[config.mk]
export PLATFORM = sky130hd
export DESIGN_NAME = system_control_registers
export DESIGN_NICKNAME = d
export VERILOG_FILES = /design/src/sysctl_pkg.sv /design/src/system_control_registers.sv
export SDC_FILE = /design/constraint.sdc
export NUM_CORES = 1
export LEC_CHECK = 0
export BUFFER_PORTS_ARGS = -buffer_cell sky130_fd_sc_hd__buf_2
export CAP_MARGIN = 20
export CELL_PAD_IN_SITES_DETAIL_PLACEMENT = 0
export CELL_PAD_IN_SITES_GLOBAL_PLACEMENT = 2
export CORE_ASPECT_RATIO = 1.4
export CORE_MARGIN = 2
export CORE_UTILIZATION = 34
export CTS_BUF_LIST = sky130_fd_sc_hd__clkbuf_8
export CTS_CLUSTER_DIAMETER = 120
export DETAILED_ROUTE_END_ITERATION = 7
export PLACE_DENSITY_LB_ADDON = 0.05
export SLEW_MARGIN = 15
export SYNTH_ARGS = -nofsm -noshare
export SYNTH_HDL_FRONTEND = slang
export SYNTH_SLANG_ARGS = --single-unit
[constraint.sdc]
create_clock -name clock_i -period 5.5 [get_ports clock_i]
set_clock_uncertainty 0.2 [all_clocks]
set_input_delay 0.275 -clock clock_i [delete_from_list [all_inputs] [get_ports clock_i]]
set_output_delay 0.275 -clock clock_i [all_outputs]
set_load 0.02 [all_outputs]
[src/sysctl_pkg.sv]
// constants, types and register map of the system control register bank
package sysctl_pkg;

    // register indices; byte address on the bus is four times the index
    localparam logic [31:0] IDX_UNLOCK_SIG  = 32'h4000_1040;
    localparam logic [31:0] IDX_PART_CODE   = 32'h4000_1041;
    localparam logic [31:0] IDX_UNLOCK_CON  = 32'h4000_1042;
    localparam logic [31:0] IDX_WDOG_CNT    = 32'h4000_1043;
    localparam logic [31:0] IDX_CAUSE_CFG   = 32'h4000_1044;
    localparam logic [31:0] IDX_CFG_INFO    = 32'h4000_1045;
    localparam logic [31:0] IDX_WDOG_CTRL   = 32'h4000_1046;
    localparam logic [31:0] IDX_KEEP        = 32'h4000_1047;
    localparam logic [31:0] IDX_FW_DATA     = 32'h4000_1800;
    localparam logic [31:0] IDX_FW_CTRL     = 32'h4000_1804;
    localparam logic [31:0] IDX_F_ACC_CTRL  = 32'h4000_1806;
    localparam logic [31:0] IDX_F_ACC_CFG   = 32'h4000_1807;

    // unlock sequence and window
    localparam logic [7:0]  SIG_FIRST       = 8'h57;
    localparam logic [7:0]  SIG_SECOND      = 8'hA8;
    localparam int          UNLOCK_CYCLES   = 16;
    localparam logic [3:0]  UNLOCK_LAST     = 4'(UNLOCK_CYCLES - 1);

    // field positions
    localparam int          SIG_ACT_BIT     = 3;
    localparam int          CFG_CODE_WE_BIT = 7;
    localparam int          CFG_DATA_WE_BIT = 6;
    localparam int          CFG_PORT_EN_BIT = 5;
    localparam int          CFG_OFS_BIT     = 4;
    localparam int          WD_FLAG_BIT     = 4;
    localparam int          WD_INT_EN_BIT   = 2;
    localparam int          WD_RST_EN_BIT   = 1;
    localparam int          WD_SW_RST_BIT   = 0;

    // reset values
    localparam logic [31:0] FW_CTRL_RST     = 32'h0740_0000;
    localparam logic [7:0]  F_ACC_CTRL_RST  = 8'h40;
    localparam logic [7:0]  F_ACC_CFG_RST   = 8'h07;
    localparam logic [7:0]  KEEP_RST        = 8'h00;
    localparam logic [1:0]  CFG_INFO_HI     = 2'b11;

    // watchdog prescale in system clock cycles
    localparam int unsigned WDOG_PRESCALE_CYCLES = 131072;

    // last reset cause codes
    localparam logic [2:0]  CAUSE_SW        = 3'h0;
    localparam logic [2:0]  CAUSE_POR       = 3'h1;
    localparam logic [2:0]  CAUSE_WDOG      = 3'h2;
    localparam logic [2:0]  CAUSE_PIN       = 3'h3;
    localparam logic [2:0]  CAUSE_WAKE_SW   = 3'h4;
    localparam logic [2:0]  CAUSE_SHUTDOWN  = 3'h5;
    localparam logic [2:0]  CAUSE_WAKE_WDOG = 3'h6;
    localparam logic [2:0]  CAUSE_WAKE_PIN  = 3'h7;

    typedef enum logic [1:0] {
        ST_LOCKED = 2'b00,
        ST_FIRST  = 2'b01,
        ST_OPEN   = 2'b11
    } unlock_state_t;

    typedef struct packed {
        logic        valid;
        logic        write;
        logic [31:0] addr;
    } ahb_req_t;

    typedef struct packed {
        logic code_we;
        logic data_we;
        logic port_en;
        logic ofs_sel;
    } flash_app_cfg_t;

endpackage

[src/system_control_registers.sv]
// system control register bank behind an ahb-lite slave port
`timescale 1ns/1ps
`default_nettype none

module system_control_registers
    import sysctl_pkg::*;
#(
    parameter logic [7:0]  PART_CODE     = 8'h5A, // arbitrary value
    parameter logic [7:0]  UNLOCK_CONST  = 8'hC3, // arbitrary value
    parameter int unsigned WDOG_PRESCALE = WDOG_PRESCALE_CYCLES
)(
    input  wire logic        clock_i,
    input  wire logic        sys_rst_i,
    input  wire logic        hsel_i,
    input  wire logic [31:0] haddr_i,
    input  wire logic [1:0]  htrans_i,
    input  wire logic        hwrite_i,
    input  wire logic [2:0]  hsize_i,
    input  wire logic [31:0] hwdata_i,
    input  wire logic        hready_i,
    output logic      [31:0] hrdata_o,
    output logic             hreadyout_o,
    output logic             hresp_o,
    input  wire logic        manual_reset_i,
    input  wire logic        shutdown_wake_i,
    input  wire logic        local_wake_i,
    input  wire logic [5:0]  cfg_info_i,
    output logic             system_reset_o,
    output logic             watchdog_irq_o,
    output logic             code_area_write_en_o,
    output logic             data_area_write_en_o,
    output logic             flash_port_enable_o,
    output logic             code_start_offset_sel_o,
    output logic             unlock_active_o
);

    localparam int PW = (WDOG_PRESCALE > 1) ? $clog2(WDOG_PRESCALE) : 1;
    localparam logic [PW-1:0] PRE_LAST = PW'(WDOG_PRESCALE - 1);

    ahb_req_t       req_ff;
    logic [31:0]    hrdata_ff;
    logic           hready_ff;
    unlock_state_t  state_ff;
    unlock_state_t  nxt_state;
    logic [3:0]     timer_ff;
    logic           active_ff;
    logic [PW-1:0]  pre_ff;
    logic [7:0]     wd_cnt_ff;
    logic           wd_flag_ff;
    logic           wd_int_en_ff;
    logic           wd_rst_en_ff;
    logic           irq_ff;
    logic           warm_ff;
    logic [2:0]     cause_ff;
    flash_app_cfg_t cfg_ff;
    logic [7:0]     keep_ff;
    logic [31:0]    fw_data_ff;
    logic [31:0]    fw_ctrl_ff;
    logic [7:0]     f_acc_ctrl_ff;
    logic [7:0]     f_acc_cfg_ff;

    logic           wr_en;
    logic [7:0]     wb;
    logic           wr_sig;
    logic           wr_cnt;
    logic           wr_cfg;
    logic           wr_ctrl;
    logic           prot_ok;
    logic           tick;
    logic           ovf;
    logic           sw_trig;
    logic           wd_trig;

    function automatic logic hit(input logic [31:0] a, input logic [31:0] idx);
        hit = (a == (idx << 2));
    endfunction

    // ahb address phase capture; hsize is ignored, every register is one word
    always_ff @(posedge clock_i or posedge sys_rst_i)
    begin
        if (sys_rst_i)
        begin
            req_ff <= '0;
        end
        else if (hready_i)
        begin
            req_ff.valid <= hsel_i & htrans_i[1];
            req_ff.write <= hwrite_i;
            req_ff.addr  <= haddr_i;
        end
    end

    // reads take one wait state so a write just before is already visible
    always_ff @(posedge clock_i or posedge sys_rst_i)
    begin
        if (sys_rst_i)
            hready_ff <= 1'b1;
        else
            hready_ff <= ~(hready_i & hsel_i & htrans_i[1] & ~hwrite_i);
    end

    assign wr_en   = req_ff.valid & req_ff.write & hready_i;
    assign wb      = hwdata_i[7:0];
    assign wr_sig  = wr_en & hit(req_ff.addr, IDX_UNLOCK_SIG);
    assign wr_cnt  = wr_en & hit(req_ff.addr, IDX_WDOG_CNT);
    assign wr_cfg  = wr_en & hit(req_ff.addr, IDX_CAUSE_CFG);
    assign wr_ctrl = wr_en & hit(req_ff.addr, IDX_WDOG_CTRL);
    assign prot_ok = active_ff;

    function automatic logic [31:0] rd_mux(input logic [31:0] a);
        logic [7:0] v;
        v = 8'h00;
        if (hit(a, IDX_UNLOCK_SIG))
            v = {1'b0, timer_ff[3:1], active_ff, 1'b0, state_ff};
        else if (hit(a, IDX_PART_CODE))
            v = PART_CODE;
        else if (hit(a, IDX_UNLOCK_CON))
            v = UNLOCK_CONST;
        else if (hit(a, IDX_WDOG_CNT))
            v = wd_cnt_ff;
        else if (hit(a, IDX_CAUSE_CFG))
            v = {cfg_ff, 1'b0, cause_ff};
        else if (hit(a, IDX_CFG_INFO))
            v = {CFG_INFO_HI, cfg_info_i[5:2], 1'b0, cfg_info_i[0]};
        else if (hit(a, IDX_WDOG_CTRL))
            v = {3'b000, wd_flag_ff, 1'b0, wd_int_en_ff, wd_rst_en_ff, 1'b0};
        else if (hit(a, IDX_KEEP))
            v = keep_ff;
        else if (hit(a, IDX_F_ACC_CTRL))
            v = f_acc_ctrl_ff;
        else if (hit(a, IDX_F_ACC_CFG))
            v = f_acc_cfg_ff;
        rd_mux = {24'h00_0000, v};
        if (hit(a, IDX_FW_DATA))
            rd_mux = fw_data_ff;
        else if (hit(a, IDX_FW_CTRL))
            rd_mux = fw_ctrl_ff;
    endfunction

    // unmapped addresses read zero and ignore writes; response is always okay
    always_ff @(posedge clock_i or posedge sys_rst_i)
    begin
        if (sys_rst_i)
        begin
            hrdata_ff <= '0;
        end
        else if (req_ff.valid & ~req_ff.write & ~hready_ff)
        begin
            hrdata_ff <= rd_mux(req_ff.addr);
        end
    end

    // unlock sequence
    always_comb
    begin
        nxt_state = state_ff;
        case (state_ff)
            ST_LOCKED:
            begin
                if (wr_sig && wb == SIG_FIRST)
                    nxt_state = ST_FIRST;
            end
            ST_FIRST:
            begin
                if (wr_sig)
                begin
                    if (wb == SIG_SECOND)
                        nxt_state = ST_OPEN;
                    else if (wb == SIG_FIRST)
                        nxt_state = ST_FIRST;
                    else
                        nxt_state = ST_LOCKED;
                end
            end
            ST_OPEN:
            begin
                if (wr_sig)
                    nxt_state = (wb == SIG_FIRST) ? ST_FIRST : ST_LOCKED;
                else if (timer_ff == UNLOCK_LAST)
                    nxt_state = ST_LOCKED;
            end
            default:
            begin
                nxt_state = ST_LOCKED;
            end
        endcase
        if (warm_ff)
            nxt_state = ST_LOCKED;
    end

    always_ff @(posedge clock_i or posedge sys_rst_i)
    begin
        if (sys_rst_i)
        begin
            state_ff  <= ST_LOCKED;
            active_ff <= 1'b0;
        end
        else
        begin
            state_ff  <= nxt_state;
            active_ff <= (nxt_state == ST_OPEN);
        end
    end

    // elapsed unlock time, counts only while open
    always_ff @(posedge clock_i or posedge sys_rst_i)
    begin
        if (sys_rst_i)
            timer_ff <= 4'h0;
        else if (nxt_state == ST_OPEN && state_ff == ST_OPEN)
            timer_ff <= timer_ff + 4'h1;
        else
            timer_ff <= 4'h0;
    end

    // watchdog prescaler runs free; a preset does not realign it
    always_ff @(posedge clock_i or posedge sys_rst_i)
    begin
        if (sys_rst_i)
            pre_ff <= '0;
        else if (pre_ff == PRE_LAST)
            pre_ff <= '0;
        else
            pre_ff <= pre_ff + PW'(1);
    end

    assign tick = (pre_ff == PRE_LAST);
    assign ovf  = tick & (wd_cnt_ff == 8'hFF) & ~wr_cnt & ~warm_ff;

    always_ff @(posedge clock_i or posedge sys_rst_i)
    begin
        if (sys_rst_i)
            wd_cnt_ff <= 8'h00;
        else if (warm_ff)
            wd_cnt_ff <= 8'h00;
        else if (wr_cnt)
            wd_cnt_ff <= wb;
        else if (tick)
            wd_cnt_ff <= wd_cnt_ff + 8'h01;
    end

    // overflow flag: a set wins over a same-cycle clear through the control register; a count write suppresses the set
    always_ff @(posedge clock_i or posedge sys_rst_i)
    begin
        if (sys_rst_i)
            wd_flag_ff <= 1'b0;
        else if (warm_ff)
            wd_flag_ff <= 1'b0;
        else if (ovf)
            wd_flag_ff <= 1'b1;
        else if (wr_cnt || (wr_ctrl && wb[WD_FLAG_BIT]))
            wd_flag_ff <= 1'b0;
    end

    always_ff @(posedge clock_i or posedge sys_rst_i)
    begin
        if (sys_rst_i)
            {wd_int_en_ff, wd_rst_en_ff} <= 2'b00;
        else if (warm_ff)
            {wd_int_en_ff, wd_rst_en_ff} <= 2'b00;
        else if (wr_ctrl && prot_ok)
        begin
            wd_int_en_ff <= wb[WD_INT_EN_BIT];
            wd_rst_en_ff <= wb[WD_RST_EN_BIT];
        end
    end

    always_ff @(posedge clock_i or posedge sys_rst_i)
    begin
        if (sys_rst_i)
            irq_ff <= 1'b0;
        else
            irq_ff <= wd_flag_ff & wd_int_en_ff;
    end

    // system reset request; one cycle wide, then the bank goes to reset values except the scratch byte, start offset select, last cause and watchdog prescaler
    assign sw_trig = wr_ctrl & prot_ok & wb[WD_SW_RST_BIT];
    assign wd_trig = ovf & wd_rst_en_ff;

    always_ff @(posedge clock_i or posedge sys_rst_i)
    begin
        if (sys_rst_i)
            warm_ff <= 1'b0;
        else
            warm_ff <= sw_trig | wd_trig | manual_reset_i | shutdown_wake_i | local_wake_i;
    end

    // last reset cause; simultaneous events resolve in the order below
    always_ff @(posedge clock_i or posedge sys_rst_i)
    begin
        if (sys_rst_i)
            cause_ff <= CAUSE_POR;
        else if (shutdown_wake_i)
            cause_ff <= CAUSE_SHUTDOWN;
        else if (manual_reset_i)
            cause_ff <= CAUSE_PIN;
        else if (wd_trig)
            cause_ff <= CAUSE_WDOG;
        else if (sw_trig)
        begin
            if (!wd_rst_en_ff)
                cause_ff <= CAUSE_SW;
        end
        else if (local_wake_i)
        begin
            case (cause_ff)
                CAUSE_SW:   cause_ff <= CAUSE_WAKE_SW;
                CAUSE_WDOG: cause_ff <= CAUSE_WAKE_WDOG;
                CAUSE_PIN:  cause_ff <= CAUSE_WAKE_PIN;
                default:    cause_ff <= cause_ff;
            endcase
        end
    end

    // flash application config; one process so the struct has a single driver,
    // and the start offset select ignores warm resets
    always_ff @(posedge clock_i or posedge sys_rst_i)
    begin
        if (sys_rst_i)
            cfg_ff <= '0;
        else if (warm_ff)
            {cfg_ff.code_we, cfg_ff.data_we, cfg_ff.port_en} <= 3'b000;
        else if (wr_cfg && prot_ok)
        begin
            cfg_ff.code_we <= wb[CFG_CODE_WE_BIT];
            cfg_ff.data_we <= wb[CFG_DATA_WE_BIT];
            cfg_ff.port_en <= wb[CFG_PORT_EN_BIT];
            cfg_ff.ofs_sel <= wb[CFG_OFS_BIT];
        end
    end

    // scratch byte keeps its value through every warm reset
    always_ff @(posedge clock_i or posedge sys_rst_i)
    begin
        if (sys_rst_i)
            keep_ff <= KEEP_RST;
        else if (wr_en && hit(req_ff.addr, IDX_KEEP))
            keep_ff <= wb;
    end

    // flash engine registers are storage only here
    always_ff @(posedge clock_i or posedge sys_rst_i)
    begin
        if (sys_rst_i)
            {fw_data_ff, fw_ctrl_ff, f_acc_ctrl_ff, f_acc_cfg_ff} <=
                {32'h0000_0000, FW_CTRL_RST, F_ACC_CTRL_RST, F_ACC_CFG_RST};
        else if (warm_ff)
            {fw_data_ff, fw_ctrl_ff, f_acc_ctrl_ff, f_acc_cfg_ff} <=
                {32'h0000_0000, FW_CTRL_RST, F_ACC_CTRL_RST, F_ACC_CFG_RST};
        else if (wr_en)
        begin
            if (hit(req_ff.addr, IDX_FW_DATA))
                fw_data_ff <= hwdata_i;
            if (hit(req_ff.addr, IDX_FW_CTRL))
                fw_ctrl_ff <= hwdata_i;
            if (hit(req_ff.addr, IDX_F_ACC_CTRL))
                f_acc_ctrl_ff <= wb;
            if (hit(req_ff.addr, IDX_F_ACC_CFG))
                f_acc_cfg_ff <= wb;
        end
    end

    assign hrdata_o                = hrdata_ff;
    assign hreadyout_o             = hready_ff;
    assign hresp_o                 = 1'b0;
    assign system_reset_o          = warm_ff;
    assign watchdog_irq_o          = irq_ff;
    assign code_area_write_en_o    = cfg_ff.code_we;
    assign data_area_write_en_o    = cfg_ff.data_we;
    assign flash_port_enable_o     = cfg_ff.port_en;
    assign code_start_offset_sel_o = cfg_ff.ofs_sel;
    assign unlock_active_o         = active_ff;

endmodule

`default_nettype wire

### Word-level counts from Yosys, hierarchy flattened

Cells that the tools add are included.

* register bits after elaboration: 199
* output and inout port bits: 41
* word-level logic and storage cells: 159

* add/subtract/negate cells: 3
* eq/ne operators: 23
* mux-type cells: 53
* bitwise gates (word level): 29
* reductions and logical operators: 26

Operators by type and width (count)
* $eq A32 B15 Y1 const B: 12
* $mux W32: 8
* $mux W8: 19
* $mux W3: 7
* $and A1 B1 Y1: 19
* $add A17 B1 Y17 const B: 1
* $eq A17 B17 Y1 const B: 1
* $mux W17: 1
* $eq A8 B8 Y1 const B: 2
* $reduce_bool A2 Y1: 7
* $mux W2: 6
* $reduce_and A2 Y1: 5
* $pmux W3 S3: 1
* $add A8 B1 Y8 const B: 1
* $eq A8 B7 Y1 const B: 1
* $mux W1: 8
* $mux W4: 2
* $reduce_bool A7 Y1: 1
* $eq A3 B2 Y1 const B: 2
* $logic_and A1 B1 Y1: 6
* $not A1 Y1: 6
* $pmux W2 S3: 1
* $reduce_bool A3 Y1: 2
* $ne A5 B4 Y1 const B: 1
* 10 further kinds: 14

### Longest topological paths before layout

Gate-level depths: netlist of run 1.

* depth in word-level cells: 13
* gate-level depth with buffers: 12
* mapped depth without buffers: 12

### Worst setup path after synthesis of run 1

No wires, ideal clock.

* path kind: reg-to-reg
* start: register pre_ff[0]
* end: register cause_ff[2]
* library setup time: 0.118 ns
* data arrival time: 2.299 ns
* setup slack: 2.883 ns
* stages on the path, launching flop included: 13
* period minus slack after synthesis: 2.617 ns
* cells stage by stage: dfrtp_1 ha_1 and4_1 nand2_1 nor2_1 and3_1 ha_1 nand4_1 nor2_1 and3_1 nand2_1 o31a_1 a21o_1

* word-level cells in the longest chain between the ends: 8
* elaborated cells between the ends (all ways): 12
* those cells by class: 2 x eq/ne; 3 x mux; 4 x bitwise; 3 x reduce/logical

Ends and longest elaborated chain
* start: declaration: RTL line system_control_registers.sv:47 `logic [PW-1:0] pre_ff;`
* start signal: assignment: RTL line system_control_registers.sv:224 `pre_ff <= pre_ff + PW'(1);`
* $eq A17 B17 Y1 *: RTL line system_control_registers.sv:227 `assign tick = (pre_ff == PRE_LAST);`
* $and A1 B1 Y1 * (3 in a row): RTL line system_control_registers.sv:228 `assign ovf = tick & (wd_cnt_ff == 8'hFF) & ~wr_cnt & ~warm_ff;`
* $and A1 B1 Y1 *: RTL line system_control_registers.sv:278 `assign wd_trig = ovf & wd_rst_en_ff;`
* $mux W3: RTL line system_control_registers.sv:297 `else if (wd_trig)`
* $mux W3: RTL line system_control_registers.sv:295 `else if (manual_reset_i)`
* $mux W3: RTL line system_control_registers.sv:293 `else if (shutdown_wake_i)`
* end signal: assignment: RTL line system_control_registers.sv:310 `default: cause_ff <= cause_ff;`
* end: declaration: RTL line system_control_registers.sv:54 `logic [2:0] cause_ff;`

Mark *: on every way between the ends. The rest lies on a longest branch, timed or not.
A chain may end at the register's enable or synchronous reset.

### Worst setup path after layout of run 1

* start: register pre_ff[0]
* end: register cause_ff[1]

Same word-level chain as after synthesis.

==> results of run 1 <==
how the worst max path moves through the flow:
stage / start / end / slack [ns] / cells after the start
2_1_floorplan: sys_rst_i / cause_ff[1] / 2.46 / 1
3_3_place_gp: req_ff[20] / hrdata_o[3] / 1.94 / 6
3_5_place_dp: req_ff[24] / wd_cnt_ff[2] / 1.97 / 6
4_1_cts: pre_ff[0] / cause_ff[1] / 1.88 / 13
5_1_grt: req_ff[24] / wd_cnt_ff[0] / 1.59 / 6
6_report: pre_ff[0] / cause_ff[1] / 1.91 / 13
power breakdown:
group	switching (mW)	internal [mW]	total [mW]
clock	0.543	0.447	0.990
combinational	0.139	0.109	0.248
sequential	0.0359	1.50	1.54
cell usage in the layout, fill, tap and decap left out, types with 3 or more instances in the layout:
cell | netlist | final
nor3_1 | 12 | 10
nor4b_1 | 3 | 3
nand3b_1 | 4 | 4
xnor2_1 | 8 | 8
dfstp_2 | 10 | 10
dlygate4sd3_1 | 0 | 73
nor4bb_1 | 3 | 3
a21oi_1 | 94 | 94
a211o_1 | 7 | 7
xor2_1 | 13 | 13
buf_4 | 1 | 11
nand2_2 | 2 | 3
a211oi_1 | 11 | 11
nand4_1 | 9 | 9
clkinvlp_4 | 0 | 5
inv_1 | 11 | 14
dfrtp_1 | 189 | 188
nand3_1 | 26 | 26
clkbuf_8 | 0 | 17
buf_2 | 17 | 117
o21ai_0 | 45 | 45
and4_1 | 6 | 6
nor2_1 | 45 | 44
mux2_2 | 45 | 45
nor2b_1 | 7 | 7
bufinv_16 | 0 | 3
ha_1 | 4 | 4
and3_1 | 15 | 14
nand2_1 | 214 | 213
a32oi_1 | 3 | 3
mux2i_1 | 6 | 6
a22oi_1 | 27 | 27
and2_1 | 7 | 7
or3_1 | 6 | 5
nor4_1 | 11 | 11
nor4_4 | 4 | 4
flip-flops by register name, indices dropped and copies added, names as in the netlist:
| signal | cells |
|---|---|
| hrdata_o | 32 |
| req_ff | 34 |
| code_start_offset_sel_o | 1 |
| keep_ff | 8 |
| pre_ff | 17 |
| code_area_write_en_o | 1 |
| fw_data_ff | 32 |
| f_acc_cfg_ff | 8 |
| fw_ctrl_ff | 32 |
| cause_ff | 3 |
| wd_int_en_ff | 1 |
| hreadyout_o | 1 |
| wd_flag_ff | 1 |
| timer_ff | 4 |
| watchdog_irq_o | 1 |
| flash_port_enable_o | 1 |
| unlock_active_o | 1 |
| f_acc_ctrl_ff | 8 |
| wd_cnt_ff | 8 |
| wd_rst_en_ff | 1 |
| data_area_write_en_o | 1 |
| state_ff | 2 |
| system_reset_o | 1 |
cell usage after synthesis (all sizes together) (2+ instances only):
cell	instances
a32oi	3
and2	8
buf	21
a21boi	2
xnor2	8
a211o	7
dfstp	10
or3	8
a211oi	11
nor3b	2
a222oi	2
nand2	216
o22ai	2
xor2	13
nand3b	4
ha	4
a22o	2
a22oi	27
and4	6
o2111ai	2
nor2	45
and3	15
nor4	16
o211ai	2
nand3	27
a21oi	94
mux2i	6
mux2	45
nor3	12
o31ai	2
nor4bb	3
o21ai	45
nor2b	7
nand4	9
clkbuf	40
a221oi	2
inv	11
nor4b	4
nand2b	2
dfrtp	189
stage by stage:
stage	power, mW	cells	setup slack, ns	cell area, um^2	hold WS [ns]
floorplan	1.68	954	2.46	9320	0.138
finish	2.77	1493	1.91	11400	0.211
CTS	2.82	1492	1.88	11400	0.155
detailed placement	1.78	1387	1.97	10200	0.258
global route	2.90	1493	1.59	11400	0.202
global placement	1.77	1387	1.94	10200	0.256
worst register-to-register path, cell delays in order (launching register included):
cell           delay, ns
dfrtp_1             0.41
ha_1                0.22
and4_1              0.30
nand2_1             0.07
nor2_1              0.22
and3_1              0.20
ha_1                0.19
nand4_1             0.17
nor2_1              0.24
and3_1              0.25
nand2_1             0.10
o31a_1              0.29
a21oi_1             0.12
dlygate4sd3_1       0.55
per-layer routing:
layer,vias up,wire [um]
met3,25,789
met4,0,595
met5,-,0
met2,157,15000
met1,3775,12700
li1,3668,-
timing repair:
item | 4_1_cts | 5_1_grt
hold endpoints to repair | 312 | 0
gates resized for setup | 0 | 0
hold buffers | 73 | 0
final cells by class:
cell class,count,area share [%]
flip-flops and latches,199,43.9
clock inverters,15,1.49
inverters,12,0.429
repair buffers,203,12.7
clock buffers,17,2.06
multi-input cells,682,35.5
well taps,365,4.02
logic make-up after synthesis:
| family | share of synthesized area [%] |
|---|---|
| compound gates | 14.4 |
| xor+xnor | 1.97 |
| fa+ha+maj | 0.537 |
| buf+inv | 3.29 |
| flops | 53.6 |
| mux | 6.09 |
| other cells | 0.0403 |
| simple gates | 20.0 |
==> results.py, run 1 <==
metrics = {
    "status": {
        "status": "complete, no violations",
    },
    "worst_hold_path": {
        "hold_path.class": "in2reg",
        "whs_path_depth": 4,
        "min_to": "hrdata_o[2]",
        "holdCritStartpoint": "cfg_info_i[2]",
    },
    "worst_setup_path": {
        "critical_path_peak_fanout": 4,
        "worstRegToRegCells": 13,
        "r2r-end": "cause_ff[1]",
        "crit_slowest_cell": "dlygate4sd3_1",
        "critPathRequiredTime_ns": 5.72,
        "startpoint_type": "flip-flop",
        "arrival_ns": 3.80,
        "critPathTopFamily": "simple AND/OR/NAND/NOR gates",
        "r2r-start": "pre_ff[0]",
        "critPathBufInv": 1,
        "crit_chain": "ha_1, and4_1, nand2_1, nor2_1, and3_1, ha_1, nand4_1, nor2_1, and3_1, nand2_1, o31a_1, a21oi_1, dlygate4sd3_1",
        "max_stage_delay_ns": 0.55,
        "crit_type": "reg2reg",
        "end_kind": "flip-flop",
        "rrSetupSlack_ns": 1.91,
    },
    "global_routing": {
        "grt_pass1_wl_um": 45100,
        "grt_use_total_pct": 20.8,
        "grt_antenna_before_repair": 0,
        "grt_use_met1_pct": 26.1,
        "gr-usage-met2_pct": 37.1,
        "grt_start_max_net_pins": 132,
        "grt_pass1_vias": 7740,
        "met3_usage_pct": 2.91,
        "grt_busiest_layer": "met2",
        "gr-total-overflow": 0,
    },
    "timing": {
        "layout_min_cycle_time_ns": 3.59,
        "finalHoldViolCount": 0,
        "worstMarginPinSlew_ns": 0.911,
        "min_period_over_period_pct": 65.2,
        "report.final.slew_viol_count": 0,
        "max_slew_margin_pct": 38.8,
        "max_freq_mhz": 279,
        "finalSetupViolCount": 0,
        "finalSetupTns_ns": 0,
        "rsz0062_at_grt": "false",
    },
    "placed_design": {
        "port_buffers": 117,
        "gp_congestion": 0.844,
        "hpwl_um": 18700,
    },
    "finish": {
        "multi_input_comb_area_mm2": 0.00403,
        "finish.utilization_pct": 42.3,
        "layout-drive-gt1-share_pct": 21.1,
        "n_antenna_cell": 0,
        "register_area_mm2": 0.00499,
        "final_nets": 1202,
        "nFillCells": 2734,
        "syn_to_final_growth_pct": 22.1,
    },
    "die": {
        "die_w_um": 144,
        "io_pins": 124,
        "start_util_pct": 34.6,
        "die_y_um": 200,
        "die-area_mm2": 0.0288,
        "coreArea_mm2": 0.0269,
        "rows": 71,
    },
    "synth": {
        "ys_types": 70,
        "synth_enable_flop_cells": 0,
        "synth_top_area_share_pct": 50.8,
        "ys_ff_latch": 199,
        "syn_area_per_cell_um2": 9.76,
        "synthTopCellsByArea": "dfrtp_1, nand2_1, mux2_2",
        "synth_nets": 1041,
        "dominantRegCellSynth": "dfrtp_1",
        "yosysWarnings": 0,
        "netlist_instances": 954,
        "async_flop_share_pct": 100,
        "netlist_area_mm2": 0.00931,
        "seq_area_frac_synth_pct": 53.6,
        "yosysTopAreaCell": "dfrtp_1",
    },
    "drt": {
        "wl_um": 29100,
        "vias": 7625,
        "drt_iter0_markers": 398,
        "drc": 0,
        "drt-wirelength-per-cell_um": 19.5,
        "vias_per_cell": 5.11,
        "first_pass_iters": 5,
        "detail-route-antenna-nets": 0,
    },
    "clock_tree": {
        "cts-root-buf": "clkbuf_8",
        "cts_inserted_buffers": 17,
        "post-cts-setup-buffers": 0,
        "cts_tree": "yes",
        "cts_buffer_depth": 2,
        "cts.sinks": 199,
        "clk_latency_ns": 0.48,
        "cts_max_level": 4,
        "clkTransAtPathRegs_ns": 0.10,
    },
    "flow_run": {
        "max_cap_viol_count": 0,
    },
    "pwr": {
        "p_per_area_mw_per_mm2": 244,
        "leakage_nw": 4.73,
        "ir_worst_vdd_mv": 0.143,
    },
}
No activity file was read; power rests on OpenSTA's default activity.
==> run 2, diff against run 1 <==
--- a/config.mk
+++ b/config.mk
@@ -5,13 +5,14 @@
 export SDC_FILE = /design/constraint.sdc
 export NUM_CORES = 1
 export LEC_CHECK = 0
+export ABC_AREA = 1
 export BUFFER_PORTS_ARGS = -buffer_cell sky130_fd_sc_hd__buf_2
 export CAP_MARGIN = 20
 export CELL_PAD_IN_SITES_DETAIL_PLACEMENT = 0
 export CELL_PAD_IN_SITES_GLOBAL_PLACEMENT = 2
 export CORE_ASPECT_RATIO = 1.4
 export CORE_MARGIN = 2
-export CORE_UTILIZATION = 34
+export CORE_UTILIZATION = 32
 export CTS_BUF_LIST = sky130_fd_sc_hd__clkbuf_8
 export CTS_CLUSTER_DIAMETER = 120
 export DETAILED_ROUTE_END_ITERATION = 7
==> constraint.sdc (replaced) <==
create_clock -name clock_i -period 3.25 [get_ports clock_i]
set_clock_uncertainty 0.2 [all_clocks]
set_input_delay 0.1625 -clock clock_i [delete_from_list [all_inputs] [get_ports clock_i]]
set_output_delay 0.1625 -clock clock_i [all_outputs]
set_load 0.02 [all_outputs]
==> results.py, run 2 <==
metrics = {
    "drt": {
        "drt-wirelength-per-cell_um": 16.8,
        "vias_per_cell": 4.74,
        "vias": 8595,
        "first_pass_iters": 4,
        "wl_um": 30500,
        "detail-route-antenna-nets": 0,
        "drt_iter0_markers": 424,
        "drc": 0,
    },
    "clock_tree": {
        "clk_latency_ns": 0.51,
        "cts_max_level": 4,
        "cts.sinks": 199,
        "cts_tree": "yes",
        "cts_buffer_depth": 2,
        "clkTransAtPathRegs_ns": 0.10,
        "cts_inserted_buffers": 17,
        "cts-root-buf": "clkbuf_8",
    },
    "synth": {
        "dominantRegCellSynth": "dfrtp_1",
        "yosysMostFrequentCell": "nand2_1",
        "ys_top_cells_by_count": "nand2_1, dfrtp_1, o21ai_0",
        "ys_types": 45,
        "syn_area_per_cell_um2": 8.05,
        "synth_top_area_share_pct": 50.0,
        "netlist_area_mm2": 0.00947,
        "ys_ff_latch": 199,
        "yosysWarnings": 0,
        "synthTopCellsByArea": "dfrtp_1, nand2_1, o21ai_0",
        "seq_area_frac_synth_pct": 52.7,
        "async_flop_share_pct": 100,
        "synth_enable_flop_cells": 0,
        "synth_nets": 1263,
        "yosysTopAreaCell": "dfrtp_1",
        "netlist_instances": 1176,
    },
    "pwr": {
        "leakage_nw": 5.92,
        "p_per_area_mw_per_mm2": 394,
        "ir_worst_vdd_mv": 0.234,
    },
    "finish": {
        "n_antenna_cell": 0,
        "final_cell_mix": "nand2_1, dfrtp_1, o21ai_0",
        "final_nets": 1509,
        "syn_to_final_growth_pct": 30.1,
        "max_flop_register": "req_ff",
        "layout-drive-gt1-share_pct": 18.2,
        "layout_commonest_cell": "nand2_1",
        "largest_register_ffs": 34,
    },
    "die": {
        "rows": 74,
        "coreArea_mm2": 0.0292,
        "io_pins": 124,
        "die_y_um": 208,
        "die-area_mm2": 0.0310,
        "die_w_um": 149,
        "start_util_pct": 32.5,
    },
    "worst_setup_path": {
        "r2r-start": "pre_ff[1]",
        "arrival_ns": 3.57,
        "critical_path_peak_fanout": 3,
        "crit_path_start": "pre_ff[1]",
        "end_kind": "flip-flop",
        "startpoint_type": "flip-flop",
        "critPathRequiredTime_ns": 3.49,
        "worstRegToRegCells": 21,
        "max_stage_delay_ns": 0.37,
        "crit_chain": "ha_2, nand2_2, nor2_2, inv_2, nor2_4, inv_2, nor2_4, nand2_1, nor2_2, nand2_1, nor2_2, nand2_2, nor4_4, ha_2, inv_4, nor4_4, nand3_2, buf_4, nand3_1, nand2_1, o21ai_0",
        "crit_type": "reg2reg",
        "crit_slowest_cell": "dfrtp_1",
    },
    "global_routing": {
        "grt_use_total_pct": 20.5,
        "grt_pass1_vias": 8727,
        "gr-total-overflow": 0,
        "grt_start_max_net_pins": 62,
        "grt_antenna_before_repair": 0,
        "grt_pass1_wl_um": 48700,
    },
    "timing": {
        "rsz0062_at_grt": "true",
        "max_freq_mhz": 300,
        "max_slew_margin_pct": 49.9,
        "finalSetupViolCount": 3,
        "report.final.slew_viol_count": 0,
        "finalHoldViolCount": 0,
        "worstMarginPinSlew_ns": 0.752,
        "finalSetupTns_ns": -0.212,
        "timing.final.ws_setup_ns": -0.0802,
        "min_period_over_period_pct": 102,
        "layout_min_cycle_time_ns": 3.33,
    },
    "worst_hold_path": {
        "hold_path.class": "in2reg",
        "holdCritStartpoint": "cfg_info_i[0]",
        "whs_path_depth": 7,
    },
    "flow_run": {
        "max_cap_viol_count": 0,
    },
    "placed_design": {
        "port_buffers": 117,
        "gp_congestion": 0.854,
        "hpwl_um": 21500,
        "pre_cts_slack_ns": -0.236,
    },
    "status": {
        "violations": "setup timing",
        "status": "finished with violations",
    },
}
==> run 2: layer usage <==
| metal | up-vias | GRT usage, % | part of all wire (%) | wire length (um) |
|---|---|---|---|---|
| met1 | 4096 | 26.4 | 44 | 13500 |
| met4 | 0 | 7.59 | 3.0 | 907 |
| met3 | 37 | 2.95 | 2.6 | 788 |
| met5 | - | 0 | 0 | 0 |
| li1 | 4327 | - | - | - |
| met2 | 135 | 34.7 | 50 | 15300 |
==> run 2: critical path: cells and delay by family (launching register included) <==
| family | cells | cell delay, ns |
|---|---|---|
| buffers and inverters | 4 | 0.34 |
| flip-flops | 1 | 0.37 |
| adder cells (fa/ha/maj) | 2 | 0.45 |
| AO/OA/AOI/OAI | 1 | 0.14 |
| AND/OR/NAND/NOR | 14 | 1.75 |
==> run 2: cell type report <==
class / count / area [um^2]
Clock buffer: 18 / 248
Clock inverter: 14 / 146
Fill cell: 3052 / 16900
Inverter: 118 / 452
Multi-Input combinational cell: 813 / 3890
Sequential cell: 199 / 4990
Tap cell: 380 / 475
Timing Repair Buffer: 273 / 2110
==> run 2: final timing paths <==
check                      slack (ns)            to
min                              0.07   hrdata_o[0]
max in group asynchronous        1.53   cause_ff[0]
min in group asynchronous        0.47  hrdata_o[28]
min reg2reg                      0.26   timer_ff[0]
max                             -0.08   cause_ff[1]
max reg2reg                     -0.08   cause_ff[1]
==> run 2: what timing repair did <==
| item | 4_1_cts | 5_1_grt |
|---|---|---|
| resized for setup | 4 | 14 |
| endpoints found under the setup margin | 12 | 12 |
| hold buffers | 110 | 1 |
| endpoints found under the hold margin | 147 | 4 |
| pin swaps | 2 | 14 |
| buffers inserted | 0 | 8 |
==> run 2: metrics by stage <==
stage / instances / util, % / total power, mW / hold WS, ns / instance area (um^2)
2_1_floorplan: 1176 / - / 2.93 / 0.0714 / 9490
3_3_place_gp: 1662 / 36.6 / 3.12 / 0.164 / 10700
3_5_place_dp: 1662 / 36.6 / 3.13 / 0.166 / 10700
4_1_cts: 1804 / 41.7 / 4.93 / 0.0314 / 12200
5_1_grt: 1815 / 42.2 / 5.09 / 0.0735 / 12300
6_report: 1815 / 42.2 / 4.85 / 0.0748 / 12300
==> run 2: cell families after synthesis <==
logic type / Yosys count / synth area share [%]
AO/OA/AOI/OAI: 246 / 13.9
XOR/XNOR: 5 / 0.463
adder cells (fa/ha/maj): 4 / 0.529
buffers and inverters: 164 / 7.10
flip-flops: 199 / 52.7
other: 1 / 0.0396
AND/OR/NAND/NOR: 557 / 25.2
==> run 2: power breakdown <==
| group | switching (mW) | total (mW) | internal (mW) |
|---|---|---|---|
| logic | 0.307 | 0.549 | 0.242 |
| registers | 0.0574 | 2.64 | 2.58 |
| clock network | 0.955 | 1.67 | 0.713 |
| total | 1.32 | 4.85 | 3.54 |
